`src/logic/dmacc_pkg.sv`:
```
package dmacc_pkg;
  // register byte offsets; aliases clear, set and invert bits written as 1
  localparam logic [7:0] CTRL_OFF     = 8'h00;
  localparam logic [7:0] CTRL_CLR_OFF = 8'h04;
  localparam logic [7:0] CTRL_SET_OFF = 8'h08;
  localparam logic [7:0] CTRL_INV_OFF = 8'h0C;
  localparam logic [7:0] STAT_OFF     = 8'h10;
  localparam logic [7:0] CHAIN_OFF    = 8'h14;
  localparam logic [7:0] EVT_OFF      = 8'h18;
  // control field positions
  localparam int IGN_LSB   = 24;
  localparam int BUSY_BIT  = 15;
  localparam int IGNEN_BIT = 13;
  localparam int PLEN_BIT  = 11;
  localparam int CDIR_BIT  = 8;
  localparam int EN_BIT    = 7;
  localparam int AED_BIT   = 6;
  localparam int CPERM_BIT = 5;
  // writable bits: 31:24, 13, 11, 8, 7, 6, 5
  localparam logic [31:0] CTRL_WMASK = 32'hFF0029E0;
  localparam logic [31:0] CTRL_RST   = 32'h00000000;
  // event register bits
  localparam int EVT_START = 0;
  localparam int EVT_ABORT = 1;
  // transaction length in clock cycles
  localparam int XFER_CYCLES = 4;
  localparam int FIFO_DEPTH  = 32;
  typedef enum logic [2:0] {
    ST_IDLE = 3'b001,
    ST_RUN  = 3'b010,
    ST_DRAIN = 3'b100
  } dmacc_state_t;
endpackage

```
`src/logic/dmacc_fifo_if.sv`:
```
`timescale 1ns/1ps
interface dmacc_fifo_if #(parameter int W = 8);
  logic         in_valid;
  logic         in_ready;
  logic [W-1:0] in_data;
  logic         out_valid;
  logic         out_ready;
  logic [W-1:0] out_data;
  modport fifo (input in_valid, in_data, out_ready,
                output in_ready, out_valid, out_data);
  modport user (output in_valid, in_data, out_ready,
                input in_ready, out_valid, out_data);
endinterface

```
`src/logic/dmacc_fifo.sv`:
```
`timescale 1ns/1ps
module dmacc_fifo #(
  parameter int WIDTH = 8,
  parameter int DEPTH = 32
) (
  input wire logic pclk,
  input wire logic presetn,
  dmacc_fifo_if.fifo f
);
  localparam int AW = $clog2(DEPTH);
  logic [WIDTH-1:0] mem_r [DEPTH];
  logic [AW-1:0]    wp_r, wp_nxt, rp_r, rp_nxt;
  logic [AW:0]      cnt_r, cnt_nxt;
  logic             push, pop;

  assign f.in_ready  = (cnt_r != DEPTH[AW:0]);
  assign f.out_valid = (cnt_r != '0);
  assign f.out_data  = mem_r[rp_r];
  assign push = f.in_valid & f.in_ready;
  assign pop  = f.out_valid & f.out_ready;

  always_comb begin
    wp_nxt  = push ? AW'(wp_r + 1'b1) : wp_r;
    rp_nxt  = pop ? AW'(rp_r + 1'b1) : rp_r;
    cnt_nxt = (AW+1)'(cnt_r + {{AW{1'b0}}, push} - {{AW{1'b0}}, pop});
  end

  always_ff @(posedge pclk or negedge presetn) begin
    if (!presetn) begin
      wp_r  <= '0;
      rp_r  <= '0;
      cnt_r <= '0;
    end else begin
      wp_r  <= wp_nxt;
      rp_r  <= rp_nxt;
      cnt_r <= cnt_nxt;
    end
  end

  // storage carries no reset so it maps to plain flops without reset tree
  always_ff @(posedge pclk) begin
    if (push) begin
      mem_r[wp_r] <= f.in_data;
    end
  end
endmodule

```
`src/logic/dmacc_top.sv`:
```
// Our own choices: the address map and register access over APB.
`timescale 1ns/1ps
// Function
// with matching and ignore enabled, a byte equal to ignore byte matches.
// busy reads 1 while channel active or enabled, else 0.
// bit 13 switches ignore-byte feature, effective only when matching.
// bit 11 set selects two-byte pattern, cleared one-byte.
// bit 8 set chains from channel n+1 completion, cleared from n-1; the code takes chain_done_lo when set, chain_done_hi when cleared.
// chain direction is ignored unless chain permit is set.
// bit 7 enables channel; clearing disables or suspends it.
// bit 6 lets start and abort register while disabled.
// bit 5 permits enabling by neighbour completion.
// on disable, end current transaction before suspending, dropping busy.
// bits 23:16, 14, 12 and 10:9 always read zero.
// aliases at 0x4, 0x8, 0xC clear, set, invert written ones.
// in two-byte mode ignore compare applies to each byte separately.
module dmacc_top
  import dmacc_pkg::*;
#(
  parameter int XFER_LEN = XFER_CYCLES
) (
  input  wire logic        pclk,
  input  wire logic        presetn,
  input  wire logic        psel,
  input  wire logic        penable,
  input  wire logic        pwrite,
  input  wire logic [7:0]  paddr,
  input  wire logic [31:0] pwdata,
  output logic             pready,
  output logic [31:0]      prdata,
  output logic             pslverr,
  input  wire logic        chain_done_hi,
  input  wire logic        chain_done_lo,
  input  wire logic        start_evt,
  input  wire logic        abort_evt,
  input  wire logic        src_valid,
  input  wire logic [7:0]  src_data,
  output logic             src_ready,
  output logic             dst_valid,
  output logic [7:0]       dst_data,
  input  wire logic        dst_ready,
  output logic             pat_match,
  output logic             xfer_done
);
  import dmacc_pkg::*;

  // longest drain seen from the cycle the run ends, plus one for margin
  localparam int DRAIN_MAX = XFER_LEN + 1;

  logic [31:0]  ctrl_r, ctrl_nxt;
  dmacc_state_t st_r, st_nxt;
  logic [7:0]   cyc_r, cyc_nxt;
  logic [7:0]   prev_r, prev_nxt;
  logic         pend_r, pend_nxt;
  logic         match_r, match_nxt;
  logic         done_r, done_nxt;
  logic         wr, rd_ok, chain_evt, evt_ok, start_ok, abort_ok;
  logic         busy, beat, byte_hit, pair_hit;
  logic [31:0]  rd_mux;
  logic [15:0]  pat_r, pat_nxt;
  logic [15:0]  cand;
  logic [1:0]   slot_hit;

  dmacc_fifo_if #(.W(8)) fq ();
  dmacc_fifo #(.WIDTH(8), .DEPTH(FIFO_DEPTH)) u_fifo (
    .pclk    (pclk),
    .presetn (presetn),
    .f       (fq.fifo)
  );

  // per-byte compare; one function keeps the compare identical for both pattern bytes
  function automatic logic byte_eq(input logic [7:0] b,
                                   input logic [7:0] pat,
                                   input logic [31:0] c);
    byte_eq = (b == pat) ||
              (c[IGNEN_BIT] && b == c[IGN_LSB +: 8]);
  endfunction

  function automatic logic [31:0] ctrl_read(input logic [31:0] c,
                                            input logic b);
    ctrl_read = c & CTRL_WMASK;
    ctrl_read[BUSY_BIT] = b;
  endfunction

  assign pready  = 1'b1;
  assign pslverr = 1'b0;
  assign wr      = psel & penable & pwrite;
  assign busy    = (st_r != ST_IDLE) | ctrl_r[EN_BIT];

  // neighbour completion only counts when chaining is permitted
  assign chain_evt = ctrl_r[CPERM_BIT] &&
                     (ctrl_r[CDIR_BIT] ? chain_done_lo
                                       : chain_done_hi);
  assign evt_ok   = ctrl_r[EN_BIT] | ctrl_r[AED_BIT];
  assign start_ok = start_evt & evt_ok;
  assign abort_ok = abort_evt & evt_ok;

  // data path: bytes move source to fifo only while running
  assign fq.in_valid  = src_valid & (st_r == ST_RUN);
  assign fq.in_data   = src_data;
  assign src_ready    = fq.in_ready & (st_r == ST_RUN);
  assign dst_valid    = fq.out_valid;
  assign dst_data     = fq.out_data;
  assign fq.out_ready = dst_ready;
  assign beat         = fq.in_valid & fq.in_ready;

  // slot 0 is the byte on the bus, slot 1 the byte accepted before it;
  // each slot may be a don't-care on its own
  assign cand = {prev_r, src_data};
  for (genvar g = 0; g < 2; g++) begin : g_slot
    assign slot_hit[g] = byte_eq(cand[8*g +: 8], pat_r[8*g +: 8],
                                 ctrl_r);
  end
  assign byte_hit = slot_hit[0];
  assign pair_hit = &slot_hit;

  always_comb begin
    ctrl_nxt = ctrl_r;
    pat_nxt  = pat_r;
    if (wr) begin
      case (paddr)
        CTRL_OFF:     ctrl_nxt = pwdata & CTRL_WMASK;
        CTRL_CLR_OFF: ctrl_nxt = ctrl_r & ~(pwdata & CTRL_WMASK);
        CTRL_SET_OFF: ctrl_nxt = ctrl_r | (pwdata & CTRL_WMASK);
        CTRL_INV_OFF: ctrl_nxt = ctrl_r ^ (pwdata & CTRL_WMASK);
        CHAIN_OFF:    pat_nxt  = pwdata[15:0];
        default:      ctrl_nxt = ctrl_r;
      endcase
    end
    if (chain_evt) begin
      ctrl_nxt[EN_BIT] = 1'b1;
    end
    ctrl_nxt[BUSY_BIT] = 1'b0;
  end

  always_comb begin
    st_nxt    = st_r;
    cyc_nxt   = cyc_r;
    prev_nxt  = prev_r;
    pend_nxt  = pend_r;
    match_nxt = 1'b0;
    done_nxt  = 1'b0;
    if (start_ok) begin
      pend_nxt = 1'b1;
    end
    if (abort_ok) begin
      pend_nxt = 1'b0;
    end
    case (st_r)
      ST_IDLE: begin
        cyc_nxt = '0;
        if (ctrl_r[EN_BIT] && pend_r && !abort_ok) begin
          st_nxt   = ST_RUN;
          // a start taken in this same cycle stays pending: set wins
          pend_nxt = start_ok;
        end
      end
      ST_RUN: begin
        if (beat) begin
          prev_nxt = src_data;
          if (ctrl_r[PLEN_BIT] ? pair_hit : byte_hit) begin
            match_nxt = 1'b1;
          end
        end
        cyc_nxt = 8'(cyc_r + 1'b1);
        if (abort_ok || !ctrl_r[EN_BIT]) begin
          st_nxt = ST_DRAIN;
        end else if (cyc_r == 8'(XFER_LEN - 1)) begin
          cyc_nxt = '0;
        end
      end
      ST_DRAIN: begin
        // the transaction in flight runs out before busy drops
        cyc_nxt = 8'(cyc_r + 1'b1);
        if (cyc_r >= 8'(XFER_LEN - 1)) begin
          st_nxt   = ST_IDLE;
          done_nxt = 1'b1;
          cyc_nxt  = '0;
        end
      end
      default: st_nxt = ST_IDLE;
    endcase
  end

  always_ff @(posedge pclk or negedge presetn) begin
    if (!presetn) begin
      ctrl_r  <= CTRL_RST;
      pat_r   <= '0;
      st_r    <= ST_IDLE;
      cyc_r   <= '0;
      prev_r  <= '0;
      pend_r  <= 1'b0;
      match_r <= 1'b0;
      done_r  <= 1'b0;
    end else begin
      ctrl_r  <= ctrl_nxt;
      pat_r   <= pat_nxt;
      st_r    <= st_nxt;
      cyc_r   <= cyc_nxt;
      prev_r  <= prev_nxt;
      pend_r  <= pend_nxt;
      match_r <= match_nxt;
      done_r  <= done_nxt;
    end
  end

  always_comb begin
    case (paddr)
      CTRL_OFF, CTRL_CLR_OFF, CTRL_SET_OFF, CTRL_INV_OFF:
        rd_mux = ctrl_read(ctrl_r, busy);
      STAT_OFF:  rd_mux = {29'h0, st_r};
      CHAIN_OFF: rd_mux = {16'h0, pat_r};
      EVT_OFF:   rd_mux = {31'h0, pend_r};
      default:   rd_mux = 32'h00000000;
    endcase
  end

  assign rd_ok = psel & ~pwrite;
  assign prdata    = rd_ok ? rd_mux : 32'h00000000;
  assign pat_match = match_r;
  assign xfer_done = done_r;
endmodule

```
`config.mk`:
```
export PLATFORM = sky130hd
export DESIGN_NAME = dmacc_top
export DESIGN_NICKNAME = d
export VERILOG_FILES = /design/src/logic/dmacc_pkg.sv /design/src/logic/dmacc_fifo_if.sv /design/src/logic/dmacc_fifo.sv /design/src/logic/dmacc_top.sv
export SDC_FILE = /design/constraint.sdc
export NUM_CORES = 1
export LEC_CHECK = 0
export BUFFER_PORTS_ARGS = -buffer_cell sky130_fd_sc_hd__buf_2
export CAP_MARGIN = 0
export CELL_PAD_IN_SITES_DETAIL_PLACEMENT = 1
export CELL_PAD_IN_SITES_GLOBAL_PLACEMENT = 2
export CORE_UTILIZATION = 40
export CTS_CLUSTER_SIZE = 10
export DETAILED_ROUTE_END_ITERATION = 8
export PLACE_DENSITY_LB_ADDON = 0.1
export SETUP_SLACK_MARGIN = 0.1
export SYNTH_ARGS = -nofsm -noshare
export SYNTH_HDL_FRONTEND = slang
export SYNTH_SLANG_ARGS = --single-unit
export TNS_END_PERCENT = 100
```
`constraint.sdc`:
```
create_clock -name pclk -period 9 [get_ports pclk]
set_clock_uncertainty 0.2 [all_clocks]
set_input_delay 0.45 -clock pclk [delete_from_list [all_inputs] [get_ports pclk]]
set_output_delay 0.45 -clock pclk [all_outputs]
set_load 0.05 [all_outputs]
```
==> flow_summary.toml <==
[synth]
yosysWarnings = 0
synth.most_common_cell = "edfxtp_1"
yosysSeqAreaShare_pct = 64.9
ys_seq_elements = 324
synth-edff-count = 256
yosysTopAreaCellShare_pct = 53.1
synthTopCellsByCount = "256 x edfxtp_1, 67 x dfrtp_1, 66 x nor2_1, 54 x mux4_2, 50 x inv_1"
async_flop_share_pct = 21.0
post-synth-top-area-cell = "edfxtp_1"
syn_inst = 946
syn_avg_cell_area_um2 = 15.3
syn_area_mm2 = 0.0145
synthFlopType = "edfxtp_1"
synth_cell_types = 55
netlist_top_cells_area = "edfxtp_1 53%, dfrtp_1 12%, mux4_2 8.4%"

[drt]
num_vias = 8257
first_pass_iters = 4
routedWlPerCell_um = 22.6
drt_iter0_markers = 398
drtAntennaViolNets = 0
wl_um = 34900
drc = 0
vias_per_cell = 5.34

[place]
place_congestion = 0.758
io_buffers = 86
place_inst = 1455
hpwl_um = 22100
placed_area_mm2 = 0.0153

[floorplan]
die_w_um = 192
die_y_um = 192
ios = 105
start_util_pct = 40.7
num_rows = 69
core_mm2 = 0.0356
die-area_mm2 = 0.0370

[pwr]
power_frac_seq_pct = 40.9
power.density_mw_per_mm2 = 259
p_total_w = 0.00431
p_leak_nw = 6.11
intPower_w = 0.00295
vdd_drop_max_mv = 0.412
p_sw_share_pct = 31.6
clockPowerShare_pct = 33.2
p_sw_w = 0.00136
power_frac_comb_pct = 25.9

[layout]
fin_nets = 1156
syn_to_final_growth_pct = 15.1
antenna_cells = 0
fin_cells = 1545
stdcell_area_mm2 = 0.0167
fill_cells = 3548
utilization_pct = 46.8
layout-drive-gt1-share_pct = 21.6

[critical_path]
cp_top_family = "buffers and inverters"
worstPathRequired_ns = 8.35
arrival_ns = 3.80
crit_start = "u_fifo.rp_r[0]"
cp_slowest_cell = "nand3b_1"
crit_fanout = 35
crit_path_end_kind = "primary output"
worst-path-buf-inv = 2
worstReg2RegStart = "st_r[1]"
crit_chain = "buf_4, nand3b_1, o22ai_1, a211oi_1, a21oi_1, buf_2"
cp-start-kind = "flop"
slowest_delay_ns = 0.79
crit_type = "reg -> out"

[global_routing]
grt_overflow = 0
grt_max_degree = 59
grt_pass1_wl_um = 53800
antenna_found_initial = 0
first_global_vias = 8792
gr-usage-all-layers_pct = 19.7

[clock_network]
cts_sinks = 324
cts_tree = "yes"
cts_hold_buf = 17
clkSlewWorstSetupHoldPaths_ns = 0.05
cts-buffers-inserted = 40
cts_resized = 0
post_cts_buffers = 0
cts_buffer_depth = 3
h-tree-depth = 2
clock_latency_ns = 0.53
cts_root_buffer = "clkbuf_16"

[min_path]
min_from = "pwdata[8]"
hp-class = "in -> reg"

[status]
outcome = "finished, final reports clean"

[sta]
min_period_ns = 4.45
worst_pin_slew_ns = 1.08
fin_crit_sh_pct = 49.4
rsz0062_at_grt = "false"
setup_viol_count_final = 0
final_hold_viol_count = 0
relSlewSlack_pct = 28.0
fmax_mhz = 225
fin_tns_setup_ns = 0
final_max_slew_viol_count = 0

[job]
cap_viol_max_count = 0
## power groups by stage
stage | clock, W | combinational [W] | sequential (W)
2_1_floorplan | 0 | 0.000877 | 0.00171
3_3_place_gp | 0 | 0.00112 | 0.00179
3_5_place_dp | 0 | 0.00113 | 0.00180
4_1_cts | 0.00147 | 0.00114 | 0.00176
5_1_grt | 0.00152 | 0.00120 | 0.00177
6_report | 0.00143 | 0.00111 | 0.00176
## layout make-up
| type | instances | area [um^2] | area share, % |
|---|---|---|---|
| Inverter | 51 | 191 | 1.15 |
| Clock inverter | 7 | 52.6 | 0.315 |
| Timing Repair Buffer | 112 | 671 | 4.03 |
| Tap cell | 461 | 577 | 3.46 |
| Clock buffer | 66 | 1110 | 6.65 |
| Multi-Input combinational cell | 524 | 4660 | 28.0 |
| Sequential cell | 324 | 9400 | 56.4 |
## worst register-to-register path, delay by kind of cell (launching register included)
kind	cells	cell delay, ns
flops	1	0.51
compound gates	1	0.22
simple gates	3	1.81
buf+inv	1	0.30
## final timing paths
path / end / slack [ns] / cells past startpoint
worst max-delay path: dst_data[1] / 4.55 / 6
worst min-delay path: pat_r[8] / 0.03 / 2
worst max register to register: u_fifo.mem_r[15][0] / 5.58 / 5
worst min register to register: cyc_r[1] / 0.33 / 2
max in group asynchronous: pat_r[8] / 7.41 / 3
min in group asynchronous: u_fifo.cnt_r[2] / 0.15 / 2
## metrics by stage
stage / worst slack [ns] / hold slack [ns]
global placement: 5.05 / 0.146
floorplan: 5.32 / -0.0456
global route: 4.26 / 0.0278
finish: 4.55 / 0.0345
detailed placement: 5.04 / 0.145
CTS: 4.47 / 0.0133
## sequential cells by signal (all words and copies together), names as in the netlist
signal	flops
prev_r	8
pat_r	16
u_fifo.mem_r	256
xfer_done	1
pat_match	1
u_fifo.rp_r	5
st_r	3
pend_r	1
u_fifo.cnt_r	6
cyc_r	8
u_fifo.wp_r	5
ctrl_r	14
## layout by cell type (no fill, tap or decap), drive strengths merged, types with 25 or more instances in the layout
| cell type | n |
|---|---|
| a211oi | 26 |
| buf | 95 |
| mux4 | 54 |
| clkbuf | 66 |
| mux2 | 25 |
| mux2i | 44 |
| dfrtp | 67 |
| nand2 | 29 |
| inv | 52 |
| edfxtp | 256 |
| ha | 43 |
| o21ai | 36 |
| xnor2 | 37 |
| nor2 | 66 |
## logic make-up (layout without fill, tap and decap cells)
| group | Yosys count | in the layout | synth area share, % |
|---|---|---|---|
| buffers and inverters | 106 | 236 | 3.17 |
| AO/OA/AOI/OAI | 134 | 134 | 6.15 |
| XOR/XNOR | 46 | 46 | 2.78 |
| flip-flops | 324 | 324 | 64.9 |
| AND/OR/NAND/NOR | 167 | 167 | 5.73 |
| other | 2 | 10 | 0.0519 |
| adder cells (fa/ha/maj) | 44 | 44 | 3.86 |
| multiplexers | 123 | 123 | 13.4 |
## layer usage
| layer | vias up | GRT usage (%) | share of wire [%] |
|---|---|---|---|
| met5 | - | 0 | 0 |
| met4 | 0 | 4.75 | 1.5 |
| met1 | 4238 | 27.3 | 46 |
| met2 | 173 | 32.4 | 49 |
| li1 | 3807 | - | - |
| met3 | 39 | 2.92 | 3.9 |
(Power assumes the default switching activity.)
